<file path="config.mk">
export PLATFORM = sky130hd
export DESIGN_NAME = front_panel_status_leds
export DESIGN_NICKNAME = d
export VERILOG_FILES = /design/src/rtl/panel_pkg.sv /design/src/rtl/front_panel_status_leds.sv
export VERILOG_INCLUDE_DIRS = /design/src /design/src/rtl
export SDC_FILE = /design/constraint.sdc
export NUM_CORES = 1
export LEC_CHECK = 0
export BUFFER_PORTS_ARGS = -buffer_cell sky130_fd_sc_hd__buf_4
export CAP_MARGIN = 20
export CORE_UTILIZATION = 25
export DETAILED_ROUTE_END_ITERATION = 12
export GPL_TIMING_DRIVEN = 0
export PLACE_DENSITY = 0.5
export SYNTH_ARGS = -nofsm -noshare
export SYNTH_HDL_FRONTEND = slang
export SYNTH_SLANG_ARGS = --single-unit
</file>
<file path="constraint.sdc">
create_clock -name clock -period 6.32 [get_ports clock]
set_input_delay 1.264 -clock clock [delete_from_list [all_inputs] [get_ports clock]]
set_output_delay 1.264 -clock clock [all_outputs]
set_load 0.05 [all_outputs]
</file>
<file path="src/rtl/panel_defs.svh">
// Constants for the front-panel indicator controller: timing, register map, fields.
// Assumes a 20 MHz system clock; all times are converted to cycles in the module.
`ifndef PANEL_DEFS_SVH
`define PANEL_DEFS_SVH

`define CLK_KHZ 20000
`define LAMP_MS 1000
`define LINK_AT_MS 3000
`define LINK_LEN_MS 500
`define FAIL_MS 1000
`define BLINK_HALF_MS 250

`define REG_CTRL 8'h00
`define REG_BLINK 8'h04
`define REG_IRQ_ST 8'h08
`define REG_IRQ_MASK 8'h0c
`define REG_STATE 8'h10
`define REG_MON 8'h14

`define CTRL_STAT_BLINK 0
`define CTRL_SOFT_RST 1
`define CTRL_RST_VAL 1'b0

`define IRQ_READY 0
`define IRQ_FAIL 1
`define IRQ_HOT 2
`define IRQ_SEL 3
`define NUM_IRQ 4
`define IRQ_MASK_RST 4'h0

`define NUM_SEG 5

`endif

</file>
<file path="src/rtl/panel_pkg.sv">
// Types shared by the front-panel indicator controller.
// Assumes panel_defs.svh supplies the numeric constants.
package panel_pkg;
    typedef enum logic [2:0] {ST_OFF, ST_LAMP, ST_DIAG, ST_RUN, ST_FAIL} phase_e;
    typedef enum logic [2:0] {SEG_TX, SEG_RX, SEG_ACT, SEG_COL, SEG_USR} seg_e;
endpackage

</file>
<file path="src/rtl/front_panel_status_leds.sv">
// Front-panel indicator controller: lamp sequence, diagnostic display, per-port LEDs.
// Assumes AHB-Lite single-word access, system status inputs on this clock,
// buttons and power-good arriving asynchronously from pins.
//
// Decided for this implementation: register access over AHB-Lite and the register addresses.
`timescale 1ns/1ps
`include "panel_defs.svh"

// Functional notes
// Lamp phase lights all indicators but port links for one second, then clears.
// Power indicator lit while supply good, dark without power.
// Ready blinks during diagnostics, steady after pass, dark when non-operational.
// Some seconds into diagnostics all link indicators flash briefly, then show links.
// Critical diagnostic failure darkens ready, then reboots into the lamp sequence.
// Each link indicator follows its port's link state.
// Monitored ports show the selected condition on or blinking; others stay dark.
// Select press cycles TX, RX, Act, Col, Usr; exactly that segment LED lit.
// Conditions: transmit, receive, either, collision, errors; same for all ports.
// Power-up, reset button, soft reset and auto reset restart the sequence.
// Overheat after diagnostics keeps the ready indicator blinking.
// Blink timing from a programmable clock divider, default about half a second.
module front_panel_status_leds #(
    parameter int NPORTS = 24,
    parameter int unsigned LAMP_CYCLES = `LAMP_MS * `CLK_KHZ,
    parameter int unsigned LINK_AT_CYCLES = `LINK_AT_MS * `CLK_KHZ,
    parameter int unsigned LINK_LEN_CYCLES = `LINK_LEN_MS * `CLK_KHZ,
    parameter int unsigned FAIL_CYCLES = `FAIL_MS * `CLK_KHZ,
    parameter logic [31:0] BLINK_HALF_DEF = 32'(`BLINK_HALF_MS * `CLK_KHZ)
) (
    input wire logic clock,
    input wire logic nrst,
    input wire logic hsel,
    input wire logic [31:0] haddr,
    input wire logic [1:0] htrans,
    input wire logic hwrite,
    input wire logic [2:0] hsize,
    input wire logic hready,
    input wire logic [31:0] hwdata,
    output logic [31:0] hrdata,
    output logic hreadyout,
    output logic hresp,
    input wire logic power_good,
    input wire logic reset_button,
    input wire logic select_button,
    input wire logic soft_reset_req,
    input wire logic auto_reset_req,
    input wire logic diag_pass,
    input wire logic diag_fail,
    input wire logic overheat,
    input wire logic [NPORTS-1:0] link_up,
    input wire logic [NPORTS-1:0] tx_act,
    input wire logic [NPORTS-1:0] rx_act,
    input wire logic [NPORTS-1:0] collision,
    input wire logic [NPORTS-1:0] rxtx_error,
    output logic pwr_led,
    output logic ready_led,
    output logic [NPORTS-1:0] link_led,
    output logic [NPORTS-1:0] status_led,
    output logic [`NUM_SEG-1:0] seg_led,
    output logic restart_pulse,
    output logic irq
);
    import panel_pkg::*;

    typedef struct packed {
        phase_e st;
        seg_e seg;
        logic [31:0] cnt;
        logic [31:0] bcnt;
        logic blink;
        logic [31:0] half;
        logic stat_blink;
        logic [NPORTS-1:0] mon;
        logic [`NUM_IRQ-1:0] irq_st;
        logic [`NUM_IRQ-1:0] irq_mask;
        logic pg_m;
        logic pg_s;
        logic rb_m;
        logic rb_s;
        logic rb_q;
        logic sb_m;
        logic sb_s;
        logic sb_q;
        logic hot_q;
        logic a_valid;
        logic a_wr;
        logic [7:0] a_addr;
        logic [31:0] rdata;
        logic pwr;
        logic ready;
        logic [NPORTS-1:0] link;
        logic [NPORTS-1:0] stat;
        logic [`NUM_SEG-1:0] segl;
        logic restart;
        logic irq;
    } panel_s;

    panel_s s_ff;
    panel_s nxt_s;

    logic take;
    logic wr_now;
    logic rst_press;
    logic sel_press;
    logic soft_wr;
    logic restart_evt;
    logic tick;
    logic link_win;
    logic link_after;
    logic [NPORTS-1:0] cond;
    logic [`NUM_IRQ-1:0] ev;
    logic [`NUM_IRQ-1:0] clr;
    logic [31:0] rd;

    assign hreadyout = 1'b1;
    assign hresp = 1'b0;
    assign hrdata = s_ff.rdata;
    assign pwr_led = s_ff.pwr;
    assign ready_led = s_ff.ready;
    assign link_led = s_ff.link;
    assign status_led = s_ff.stat;
    assign seg_led = s_ff.segl;
    assign restart_pulse = s_ff.restart;
    assign irq = s_ff.irq;

    always_comb begin
        nxt_s = s_ff;
        // Pins pass two flops; first stage is read only by the second
        nxt_s.pg_m = power_good;
        nxt_s.pg_s = s_ff.pg_m;
        nxt_s.rb_m = reset_button;
        nxt_s.rb_s = s_ff.rb_m;
        nxt_s.rb_q = s_ff.rb_s;
        nxt_s.sb_m = select_button;
        nxt_s.sb_s = s_ff.sb_m;
        nxt_s.sb_q = s_ff.sb_s;
        nxt_s.hot_q = overheat;
        rst_press = s_ff.rb_s & ~s_ff.rb_q;
        sel_press = s_ff.sb_s & ~s_ff.sb_q;

        // Zero-wait slave: read data captured in the address phase
        take = hsel & htrans[1] & hready;
        wr_now = s_ff.a_valid & s_ff.a_wr;
        nxt_s.a_valid = take;
        nxt_s.a_wr = hwrite;
        nxt_s.a_addr = haddr[7:0];
        soft_wr = wr_now && s_ff.a_addr == `REG_CTRL && hwdata[`CTRL_SOFT_RST];
        if (wr_now) begin
            case (s_ff.a_addr)
                `REG_CTRL: nxt_s.stat_blink = hwdata[`CTRL_STAT_BLINK];
                `REG_BLINK: nxt_s.half = hwdata;
                `REG_IRQ_MASK: nxt_s.irq_mask = hwdata[`NUM_IRQ-1:0];
                `REG_MON: nxt_s.mon = hwdata[NPORTS-1:0];
                default: nxt_s.half = s_ff.half;
            endcase
        end

        // Blink divider; register value is cycles per half period
        tick = (s_ff.bcnt + 32'd1 >= s_ff.half);
        if (tick) begin
            nxt_s.bcnt = 32'd0;
            nxt_s.blink = ~s_ff.blink;
        end else begin
            nxt_s.bcnt = s_ff.bcnt + 32'd1;
        end

        ev = '0;
        nxt_s.restart = 1'b0;
        case (s_ff.st)
            ST_OFF: begin
                if (s_ff.pg_s) begin
                    nxt_s.st = ST_LAMP;
                    nxt_s.cnt = 32'd0;
                end
            end
            ST_LAMP: begin
                nxt_s.cnt = s_ff.cnt + 32'd1;
                if (s_ff.cnt == 32'(LAMP_CYCLES - 1)) begin
                    nxt_s.st = ST_DIAG;
                    nxt_s.cnt = 32'd0;
                end
            end
            ST_DIAG: begin
                // Saturate so the link flash cannot repeat on wrap
                if (s_ff.cnt != 32'hffffffff) begin
                    nxt_s.cnt = s_ff.cnt + 32'd1;
                end
                if (diag_fail) begin
                    nxt_s.st = ST_FAIL;
                    nxt_s.cnt = 32'd0;
                    ev[`IRQ_FAIL] = 1'b1;
                end else if (diag_pass) begin
                    nxt_s.st = ST_RUN;
                    ev[`IRQ_READY] = 1'b1;
                end
            end
            ST_RUN: begin
                nxt_s.cnt = 32'd0;
            end
            ST_FAIL: begin
                nxt_s.cnt = s_ff.cnt + 32'd1;
                if (s_ff.cnt == 32'(FAIL_CYCLES - 1)) begin
                    nxt_s.st = ST_LAMP;
                    nxt_s.cnt = 32'd0;
                    nxt_s.restart = 1'b1;
                end
            end
            default: begin
                nxt_s.st = ST_LAMP;
                nxt_s.cnt = 32'd0;
            end
        endcase
        restart_evt = s_ff.st != ST_OFF && (rst_press | soft_wr | soft_reset_req | auto_reset_req);
        if (restart_evt) begin
            nxt_s.st = ST_LAMP;
            nxt_s.cnt = 32'd0;
            nxt_s.restart = 1'b1;
        end
        if (!s_ff.pg_s) begin
            nxt_s.st = ST_OFF;
            nxt_s.cnt = 32'd0;
        end

        if (sel_press && s_ff.st != ST_OFF) begin
            // Five selections, wrapping back to transmit
            if (s_ff.seg == SEG_USR) begin
                nxt_s.seg = SEG_TX;
            end else begin
                nxt_s.seg = seg_e'(s_ff.seg + 3'd1);
            end
            ev[`IRQ_SEL] = 1'b1;
        end
        ev[`IRQ_HOT] = overheat & ~s_ff.hot_q;

        case (s_ff.seg)
            SEG_TX: cond = tx_act;
            SEG_RX: cond = rx_act;
            SEG_ACT: cond = tx_act | rx_act;
            SEG_COL: cond = collision;
            SEG_USR: cond = rxtx_error;
            default: cond = '0;
        endcase

        link_win = s_ff.cnt >= 32'(LINK_AT_CYCLES)
            && s_ff.cnt < 32'(LINK_AT_CYCLES + LINK_LEN_CYCLES);
        link_after = s_ff.cnt >= 32'(LINK_AT_CYCLES + LINK_LEN_CYCLES);

        nxt_s.pwr = s_ff.pg_s && s_ff.st != ST_OFF;
        nxt_s.ready = 1'b0;
        nxt_s.link = '0;
        nxt_s.stat = '0;
        nxt_s.segl = '0;
        case (s_ff.st)
            ST_LAMP: begin
                nxt_s.ready = 1'b1;
                nxt_s.stat = '1;
                nxt_s.segl = '1;
            end
            ST_DIAG: begin
                nxt_s.ready = s_ff.blink;
                if (link_win) begin
                    nxt_s.link = '1;
                end else if (link_after) begin
                    nxt_s.link = link_up;
                end
                nxt_s.segl = `NUM_SEG'(1) << s_ff.seg;
            end
            ST_RUN: begin
                // Overheat keeps the diagnostic blink as a warning
                nxt_s.ready = overheat ? s_ff.blink : 1'b1;
                nxt_s.link = link_up;
                nxt_s.stat = cond & s_ff.mon
                    & (s_ff.stat_blink ? {NPORTS{s_ff.blink}} : {NPORTS{1'b1}});
                nxt_s.segl = `NUM_SEG'(1) << s_ff.seg;
            end
            default: nxt_s.ready = 1'b0;
        endcase

        // Read of status clears it; a same-cycle event still sets
        rd = 32'd0;
        clr = '0;
        case (haddr[7:0])
            `REG_CTRL: rd = {30'd0, 1'b0, s_ff.stat_blink};
            `REG_BLINK: rd = s_ff.half;
            `REG_IRQ_ST: rd = {28'd0, s_ff.irq_st};
            `REG_IRQ_MASK: rd = {28'd0, s_ff.irq_mask};
            `REG_STATE: rd = {21'd0, s_ff.pwr, overheat, s_ff.ready,
                1'b0, s_ff.seg, 1'b0, s_ff.st};
            `REG_MON: rd = 32'(s_ff.mon);
            default: rd = 32'd0;
        endcase
        if (take && !hwrite) begin
            nxt_s.rdata = rd;
            if (haddr[7:0] == `REG_IRQ_ST) begin
                clr = '1;
            end
        end
        nxt_s.irq_st = (s_ff.irq_st & ~clr) | ev;
        nxt_s.irq = |(nxt_s.irq_st & nxt_s.irq_mask);
    end

    always_ff @(posedge clock or negedge nrst) begin
        if (!nrst) begin
            s_ff <= '0;
            s_ff.st <= ST_LAMP;
            s_ff.seg <= SEG_TX;
            s_ff.half <= BLINK_HALF_DEF;
            s_ff.stat_blink <= `CTRL_RST_VAL;
            s_ff.mon <= '1;
            s_ff.irq_mask <= `IRQ_MASK_RST;
        end else begin
            s_ff <= nxt_s;
        end
    end

    lamp_all_a: assert property (@(posedge clock) disable iff (!nrst)
        s_ff.st == ST_LAMP |=> seg_led == '1 && link_led == '0 && ready_led)
        else $error("lamp phase indicators wrong");

    lamp_len_a: assert property (@(posedge clock) disable iff (!nrst)
        $rose(s_ff.st == ST_DIAG) |-> $past(s_ff.cnt) == 32'(LAMP_CYCLES - 1)
            || $past(s_ff.st) != ST_LAMP)
        else $error("lamp phase length wrong");

    pwr_dark_a: assert property (@(posedge clock) disable iff (!nrst)
        !s_ff.pg_s |=> !pwr_led ##1 !pwr_led || s_ff.pg_s)
        else $error("power led lit without power");

    diag_blink_a: assert property (@(posedge clock) disable iff (!nrst)
        s_ff.st == ST_DIAG |=> ready_led == $past(s_ff.blink))
        else $error("ready not blinking in diagnostics");

    link_flash_a: assert property (@(posedge clock) disable iff (!nrst)
        s_ff.st == ST_DIAG && link_win |=> link_led == '1)
        else $error("link flash missing");

    fail_reboot_a: assert property (@(posedge clock) disable iff (!nrst)
        s_ff.st == ST_FAIL && s_ff.pg_s && !restart_evt
            |=> !ready_led && (s_ff.st == ST_FAIL || (s_ff.st == ST_LAMP && restart_pulse)))
        else $error("failure handling wrong");

    link_follow_a: assert property (@(posedge clock) disable iff (!nrst)
        s_ff.st == ST_RUN |=> link_led == $past(link_up))
        else $error("link led not following link");

    status_map_a: assert property (@(posedge clock) disable iff (!nrst)
        s_ff.st == ST_RUN && !s_ff.stat_blink |=> status_led == $past(cond & s_ff.mon))
        else $error("status led mapping wrong");

    seg_cycle_a: assert property (@(posedge clock) disable iff (!nrst)
        sel_press && s_ff.st != ST_OFF && s_ff.seg == SEG_USR |=> s_ff.seg == SEG_TX)
        else $error("segment select does not wrap");

    seg_onehot_a: assert property (@(posedge clock) disable iff (!nrst)
        s_ff.st == ST_RUN |=> $onehot(seg_led))
        else $error("segment leds not one-hot");

    act_either_a: assert property (@(posedge clock) disable iff (!nrst)
        s_ff.st == ST_RUN && s_ff.seg == SEG_ACT && !s_ff.stat_blink |=> status_led ==
            $past((tx_act | rx_act) & s_ff.mon)) else $error("activity condition wrong");

    restart_seq_a: assert property (@(posedge clock) disable iff (!nrst)
        restart_evt && s_ff.pg_s |=> s_ff.st == ST_LAMP && s_ff.cnt == 32'd0 && restart_pulse)
        else $error("restart did not rerun lamp sequence");

    hot_blink_a: assert property (@(posedge clock) disable iff (!nrst)
        s_ff.st == ST_RUN && overheat |=> ready_led == $past(s_ff.blink))
        else $error("ready steady despite overheat");

    blink_div_a: assert property (@(posedge clock) disable iff (!nrst)
        s_ff.blink != $past(s_ff.blink) |-> $past(s_ff.bcnt) + 32'd1 >= $past(s_ff.half))
        else $error("blink toggled before divider expired");
endmodule

</file>
; ---- Word-level counts from Yosys, hierarchy flattened
; Cells that the tools add are included.
[word_totals]
register_bits = 244
in_bits = 202
output_inout_bits = 91
wordCells = 137
[classes]
addsub = 3
order_cmp = 4
eq_ne = 23
shifts = 1
mux = 37
bitwise = 20
n_reduce_logical = 19
[op_table]
columns = operator, n
row1 = two-way mux 32 bit, 6
row2 = one-hot mux 32 bit (6 select lines), 1
row3 = one-hot mux 24 bit (5 select lines), 1
row4 = one-hot mux 24 bit (2 select lines), 2
row5 = two-way mux 24 bit, 3
row6 = adder 32 x 1 -> 32 bit (second input constant), 2
row7 = one-hot mux 32 bit (2 select lines), 1
row8 = AND 24 bit, 2
row9 = equality test 32 x 25 -> 1 bit (second input constant), 1
row10 = greater-or-equal comparator 32 x 26 -> 1 bit (second input constant), 1
row11 = greater-or-equal comparator 32 x 27 -> 1 bit (second input constant), 1
row12 = greater-or-equal comparator 32 bit, 1
row13 = < comparator 32 x 27 -> 1 bit (second input constant), 1
row14 = inequality test 32 bit (second input constant), 1
row15 = equality test 8 x 4 -> 1 bit (second input constant), 3
row16 = equality test 8 x 5 -> 1 bit (second input constant), 3
row17 = OR 24 bit, 1
row18 = two-way mux 3 bit, 7
row19 = equality test 8 x 3 -> 1 bit (second input constant), 2
row20 = logical NOT 8 bit, 2
row21 = two-way mux 4 bit, 4
row22 = equality test 3 x 2 -> 1 bit (second input constant), 4
row23 = one-hot mux 3 bit (4 select lines), 1
row24 = inequality test 5 bit (second input constant), 2
row25 = other kinds (24), 54

; ---- Longest topological paths before layout
[logic_depth]
word_depth = 9
mapped_depth = 14
depth_no_buf = 13

; ---- Worst setup path after synthesis
; OpenSTA, ideal clock, no wires.
[synth_path]
path_kind = register -> register
from = register s_ff[177] (netlist name)
to = register s_ff[173] (netlist name)
setup_time_ns = 0.140
arrival_ns = 3.361
t_required_ns = 6.180
slack_ns = 2.819
path_stages_with_launch = 14
path_buffers = 1
period_less_slack_ns = 3.501
cell_sequence = dfrtp_1 nand4_1 or3_1 or3b_2 nor2_1 xor2_1 ha_1 nand4_1 nor3_1 a211o_1 a211oi_1 o21ai_0 clkbuf_1 xor2_1
[synth_between]
elab_chain_len = 2
[synth_rtl]
columns = item, line_no
row1 = "start, declared", front_panel_status_leds.sv:98  ; panel_s s_ff;
row2 = "start signal, assigned", front_panel_status_leds.sv:312  ; s_ff <= nxt_s;
row3 = adder 32 x 1 -> 32 bit, front_panel_status_leds.sv:159  ; tick = (s_ff.bcnt + 32'd1 >= s_ff.half);
row4 = greater-or-equal comparator 32 bit, front_panel_status_leds.sv:159
; Every way passes these cells.
; A chain may end at the register's enable or synchronous reset.

; ---- Worst setup path after layout
; Same ends and word-level chain as after synthesis.

==> summary.txt <==
Result of the run -> finished clean
Setup crit start kind -> register
Total of warnings raised by yosys -> 0
Die span in x -> 225.1 um
Peak ir drop on the vdd network -> 0.0001791 V
IO Pins -> 293
Number of buffers added on ports -> 262
Area occupied by registers -> 6147 um^2
FP Rows -> 81
TritonCTS Sinks -> 244
Violation count after the first detailed-route iteration -> 632
CTS clock-pin slew for the worst setup and hold paths -> 0.06 ns
Cts repair resizes -> 0
Gate Count Post-Synth -> 1,229
Combinational fraction of design power -> 0.161
Multi-input gate area -> 5228 um^2
Area growth syn-to-layout -> 31.61%
Core Area -> 49,050 um^2
Worst relative slew slack -> 0.3920
Maximum clock frequency -> 229.2 MHz
Final design utilization -> 0.3338
Min cycle time layout -> 4.363 ns
Fraction of synthesis flops using an asynchronous set or reset pin -> 1.000
Number of flops mapped to enable cells by yosys -> 0
Clock root buffer -> sky130_fd_sc_hd__clkbuf_16
Combined area of all synthesized cells -> 12,440 um^2
Number of max-slew violations in the final report -> 0
Number of maximum-capacitance constraint violations -> 0
TritonCTS Buffers -> 28
Internal -> 0.003004 W
Final ANT Viol Nets -> 0
LEAKAGE -> 7.891 nW
Capturing element type of the critical path -> register
Fillers -> 5,118
CP Data Arrival Time -> 4.78 ns
Syn_nets -> 1,471
Worst slew pin tran -> 0.9101 ns
First-pass GRT wire length -> 60,940 um
Routability Congestion -> 0.8251
Dominant synthesized flop cell -> sky130_fd_sc_hd__dfrtp_1
Ant diodes -> 0
Worst min path class -> register to register
Highest net fanout along the worst path -> 10
DIE AREA -> 50,650 um^2
Mean cell area of the mapped netlist -> 10.12 um^2
Routing layer with the top usage in global route -> met2
Clk_skew -> 0.008574 ns
Switching power total -> 0.001155 W
Vias -> 10,207
RSZ-0062 raised after global routing -> no
Global routing met1 resource utilization -> 0.2065
Detailed-router iteration count before antenna repair -> 5
Vertical extent of the die -> 225.1 um
Worst R2R Setup Slack -> 1.96 ns
Relative contribution of sequential cells to total power -> 0.394
Via count of the first global-routing pass -> 10,181
Pwr per Cell Area -> 254.0 nW/um^2
Per-cell routed wire length -> 18.45 um
Hold buffer count at CTS -> 0
Remaining DRCs -> 0
Post-route worst hold slack -> 0.3470 ns
Drt total wl -> 40,810 um
Final worst-path cycle share -> 0.6904
Later-pin clock latency in the skew report -> 0.57 ns
Number of distinct library cell variants in the gate-level netlist after synthesis -> 62
Critical Path RT -> 6.74 ns
Buffer count from post-CTS setup fixing -> 0
Crit Path Category -> register to register
GR Util met2 -> 0.2653
Effective utilization at floorplan -> 0.2536
Clock power share -> 0.445
Via-to-Cell Ratio -> 4.614
Fraction of layout instances using a drive strength above 1 -> 0.3307
TritonCTS clock tree -> built
Setup-violating endpoint count in the final report -> 0
DPL Wire Length -> 31,970 um
Sequential element share of the synthesized area -> 0.4942
Summed negative setup slack over all endpoints -> 0 ns
Final number of hold-violating endpoints -> 0
Antenna violations before repair -> 1
Net switching fraction of the power -> 0.2777
CTS H-Tree Depth -> 1
Standard cell area after detailed placement -> 15,320 um^2
CTS max path bufs -> 3
Maximum number of pins on one net before global-route repair -> 115
Register bit total from synthesis -> 244
Gr ovfl total -> 0
Final net count -> 1,768
GR Util met3 -> 0.03129
Global-route total usage across every layer -> 0.1587
Post-layout instance area -> 16,370 um^2
-- worst paths after layout --
check / startpoint / end / depth (start not counted)
worst max register to register: s_ff[177] / s_ff[173] / 12
worst max-delay path: s_ff[177] / s_ff[173] / 12
max in group asynchronous: nrst / link_led[20] / 3
min in group asynchronous: nrst / hrdata[26] / 1
worst min-delay path: nxt_s[101] / nxt_s[100] / 0
worst min register to register: nxt_s[101] / nxt_s[100] / 0
-- cells by family after synthesis --
logic type / Yosys count / synth area share
buffers and inverters: 193 / 0.08560
other: 2 / 0.0006037
AOI/OAI and AO/OA: 216 / 0.1208
DFF: 244 / 0.4942
xor gates and xnor gates: 45 / 0.03168
muxes: 63 / 0.05673
and+or+nand+nor: 426 / 0.1702
adders and majority gates: 40 / 0.04023
-- sequential cells by signal (all words and copies together), names as in the netlist --
signal,count
hrdata,32
irq,1
link_led,24
nxt_s,5
pwr_led,1
ready_led,1
restart_pulse,1
s_ff,150
seg_led,5
status_led,24
-- power by group through the flow --
stage          logic (W)  clock network (W)  registers (W)
2_1_floorplan   0.000354                  0        0.00166
3_3_place_gp    0.000676                  0        0.00166
3_5_place_dp    0.000683                  0        0.00167
4_1_cts         0.000688            0.00191        0.00164
5_1_grt         0.000751            0.00198        0.00164
6_report        0.000671            0.00185        0.00164
-- per-layer routing --
metal | share of wire | wire length, um
met5 | 0.00032 | 13
met4 | 0.025 | 1039
met3 | 0.061 | 2485
met2 | 0.47 | 19140
met1 | 0.44 | 18130
-- synthesized netlist by cell type, types with 3 or more instances --
master / count / share of area
sky130_fd_sc_hd__and2_1: 4 / 0.0020
sky130_fd_sc_hd__o31ai_1: 6 / 0.0036
sky130_fd_sc_hd__nor3_1: 14 / 0.0056
sky130_fd_sc_hd__nor4_1: 11 / 0.0055
sky130_fd_sc_hd__nor3b_1: 3 / 0.0018
sky130_fd_sc_hd__ha_1: 40 / 0.040
sky130_fd_sc_hd__clkbuf_1: 50 / 0.015
sky130_fd_sc_hd__nand3_1: 65 / 0.026
sky130_fd_sc_hd__mux2_2: 60 / 0.054
sky130_fd_sc_hd__a21o_1: 29 / 0.018
sky130_fd_sc_hd__o21a_1: 5 / 0.0030
sky130_fd_sc_hd__a21oi_1: 30 / 0.012
sky130_fd_sc_hd__dfstp_2: 33 / 0.070
sky130_fd_sc_hd__xnor2_1: 21 / 0.015
sky130_fd_sc_hd__mux2i_1: 3 / 0.0024
sky130_fd_sc_hd__nand3b_1: 3 / 0.0018
sky130_fd_sc_hd__dfrtp_1: 211 / 0.42
sky130_fd_sc_hd__and4_1: 7 / 0.0049
sky130_fd_sc_hd__a211o_1: 4 / 0.0028
sky130_fd_sc_hd__a222oi_1: 31 / 0.025
sky130_fd_sc_hd__nor2b_1: 37 / 0.019
sky130_fd_sc_hd__xor2_1: 24 / 0.017
sky130_fd_sc_hd__buf_2: 4 / 0.0016
sky130_fd_sc_hd__or3_1: 14 / 0.0070
sky130_fd_sc_hd__o21ai_0: 58 / 0.023
sky130_fd_sc_hd__nor2_1: 51 / 0.015
sky130_fd_sc_hd__buf_4: 87 / 0.053
sky130_fd_sc_hd__buf_1: 3 / 0.00091
sky130_fd_sc_hd__and3_1: 11 / 0.0055
sky130_fd_sc_hd__a31oi_1: 7 / 0.0035
sky130_fd_sc_hd__nand2_1: 160 / 0.048
sky130_fd_sc_hd__o2bb2ai_1: 3 / 0.0021
sky130_fd_sc_hd__nand4_1: 25 / 0.013
sky130_fd_sc_hd__a22oi_1: 18 / 0.011
sky130_fd_sc_hd__nand2b_1: 6 / 0.0030
sky130_fd_sc_hd__a221oi_1: 3 / 0.0021
sky130_fd_sc_hd__or4_1: 6 / 0.0036
sky130_fd_sc_hd__inv_1: 47 / 0.014
sky130_fd_sc_hd__a211oi_1: 5 / 0.0030
-- worst max-delay path: stages, from the launching register on --
cell and delay [ns]:
sky130_fd_sc_hd__dfrtp_1 0.42, sky130_fd_sc_hd__nand4_1 0.23, sky130_fd_sc_hd__or3_1 0.48, sky130_fd_sc_hd__or3b_2 0.55, sky130_fd_sc_hd__nor2_1 0.16, sky130_fd_sc_hd__xor2_1 0.10, sky130_fd_sc_hd__ha_1 0.31, sky130_fd_sc_hd__nand4_1 0.18
sky130_fd_sc_hd__nor4_1 0.37, sky130_fd_sc_hd__nand2_1 0.08, sky130_fd_sc_hd__o21ai_0 0.62, sky130_fd_sc_hd__clkbuf_1 0.58, sky130_fd_sc_hd__xor2_1 0.13
-- through the flow --
step / setup slack (ns) / instances / total power (W)
global placement: 1.660 / 2155 / 0.002341
floorplan: 2.819 / 1229 / 0.002012
finish: 1.957 / 2212 / 0.004159
CTS: 1.958 / 2212 / 0.004237
detailed placement: 1.976 / 2160 / 0.002349
global route: 1.681 / 2212 / 0.004367
-- final cells by class --
cell class,count,share of cell area
Clock inverter,19,0.01735
Multi-Input combinational cell,792,0.3193
Timing Repair Buffer,267,0.1250
Buffer,146,0.05426
Inverter,47,0.01078
Sequential cell,244,0.3755
Clock buffer,33,0.04708
Tap cell,664,0.05074
-- placed cells by master, fill, tap and decap left out, types with 40 or more instances in the layout --
cell type and count:
sky130_fd_sc_hd__inv_1 47, sky130_fd_sc_hd__nand2_1 160, sky130_fd_sc_hd__mux2_2 60, sky130_fd_sc_hd__ha_1 40, sky130_fd_sc_hd__dfrtp_1 211, sky130_fd_sc_hd__clkbuf_1 51
sky130_fd_sc_hd__nand3_1 65, sky130_fd_sc_hd__nor2_1 51, sky130_fd_sc_hd__buf_4 349, sky130_fd_sc_hd__o21ai_0 58
No activity file was read; power rests on OpenSTA's default activity.
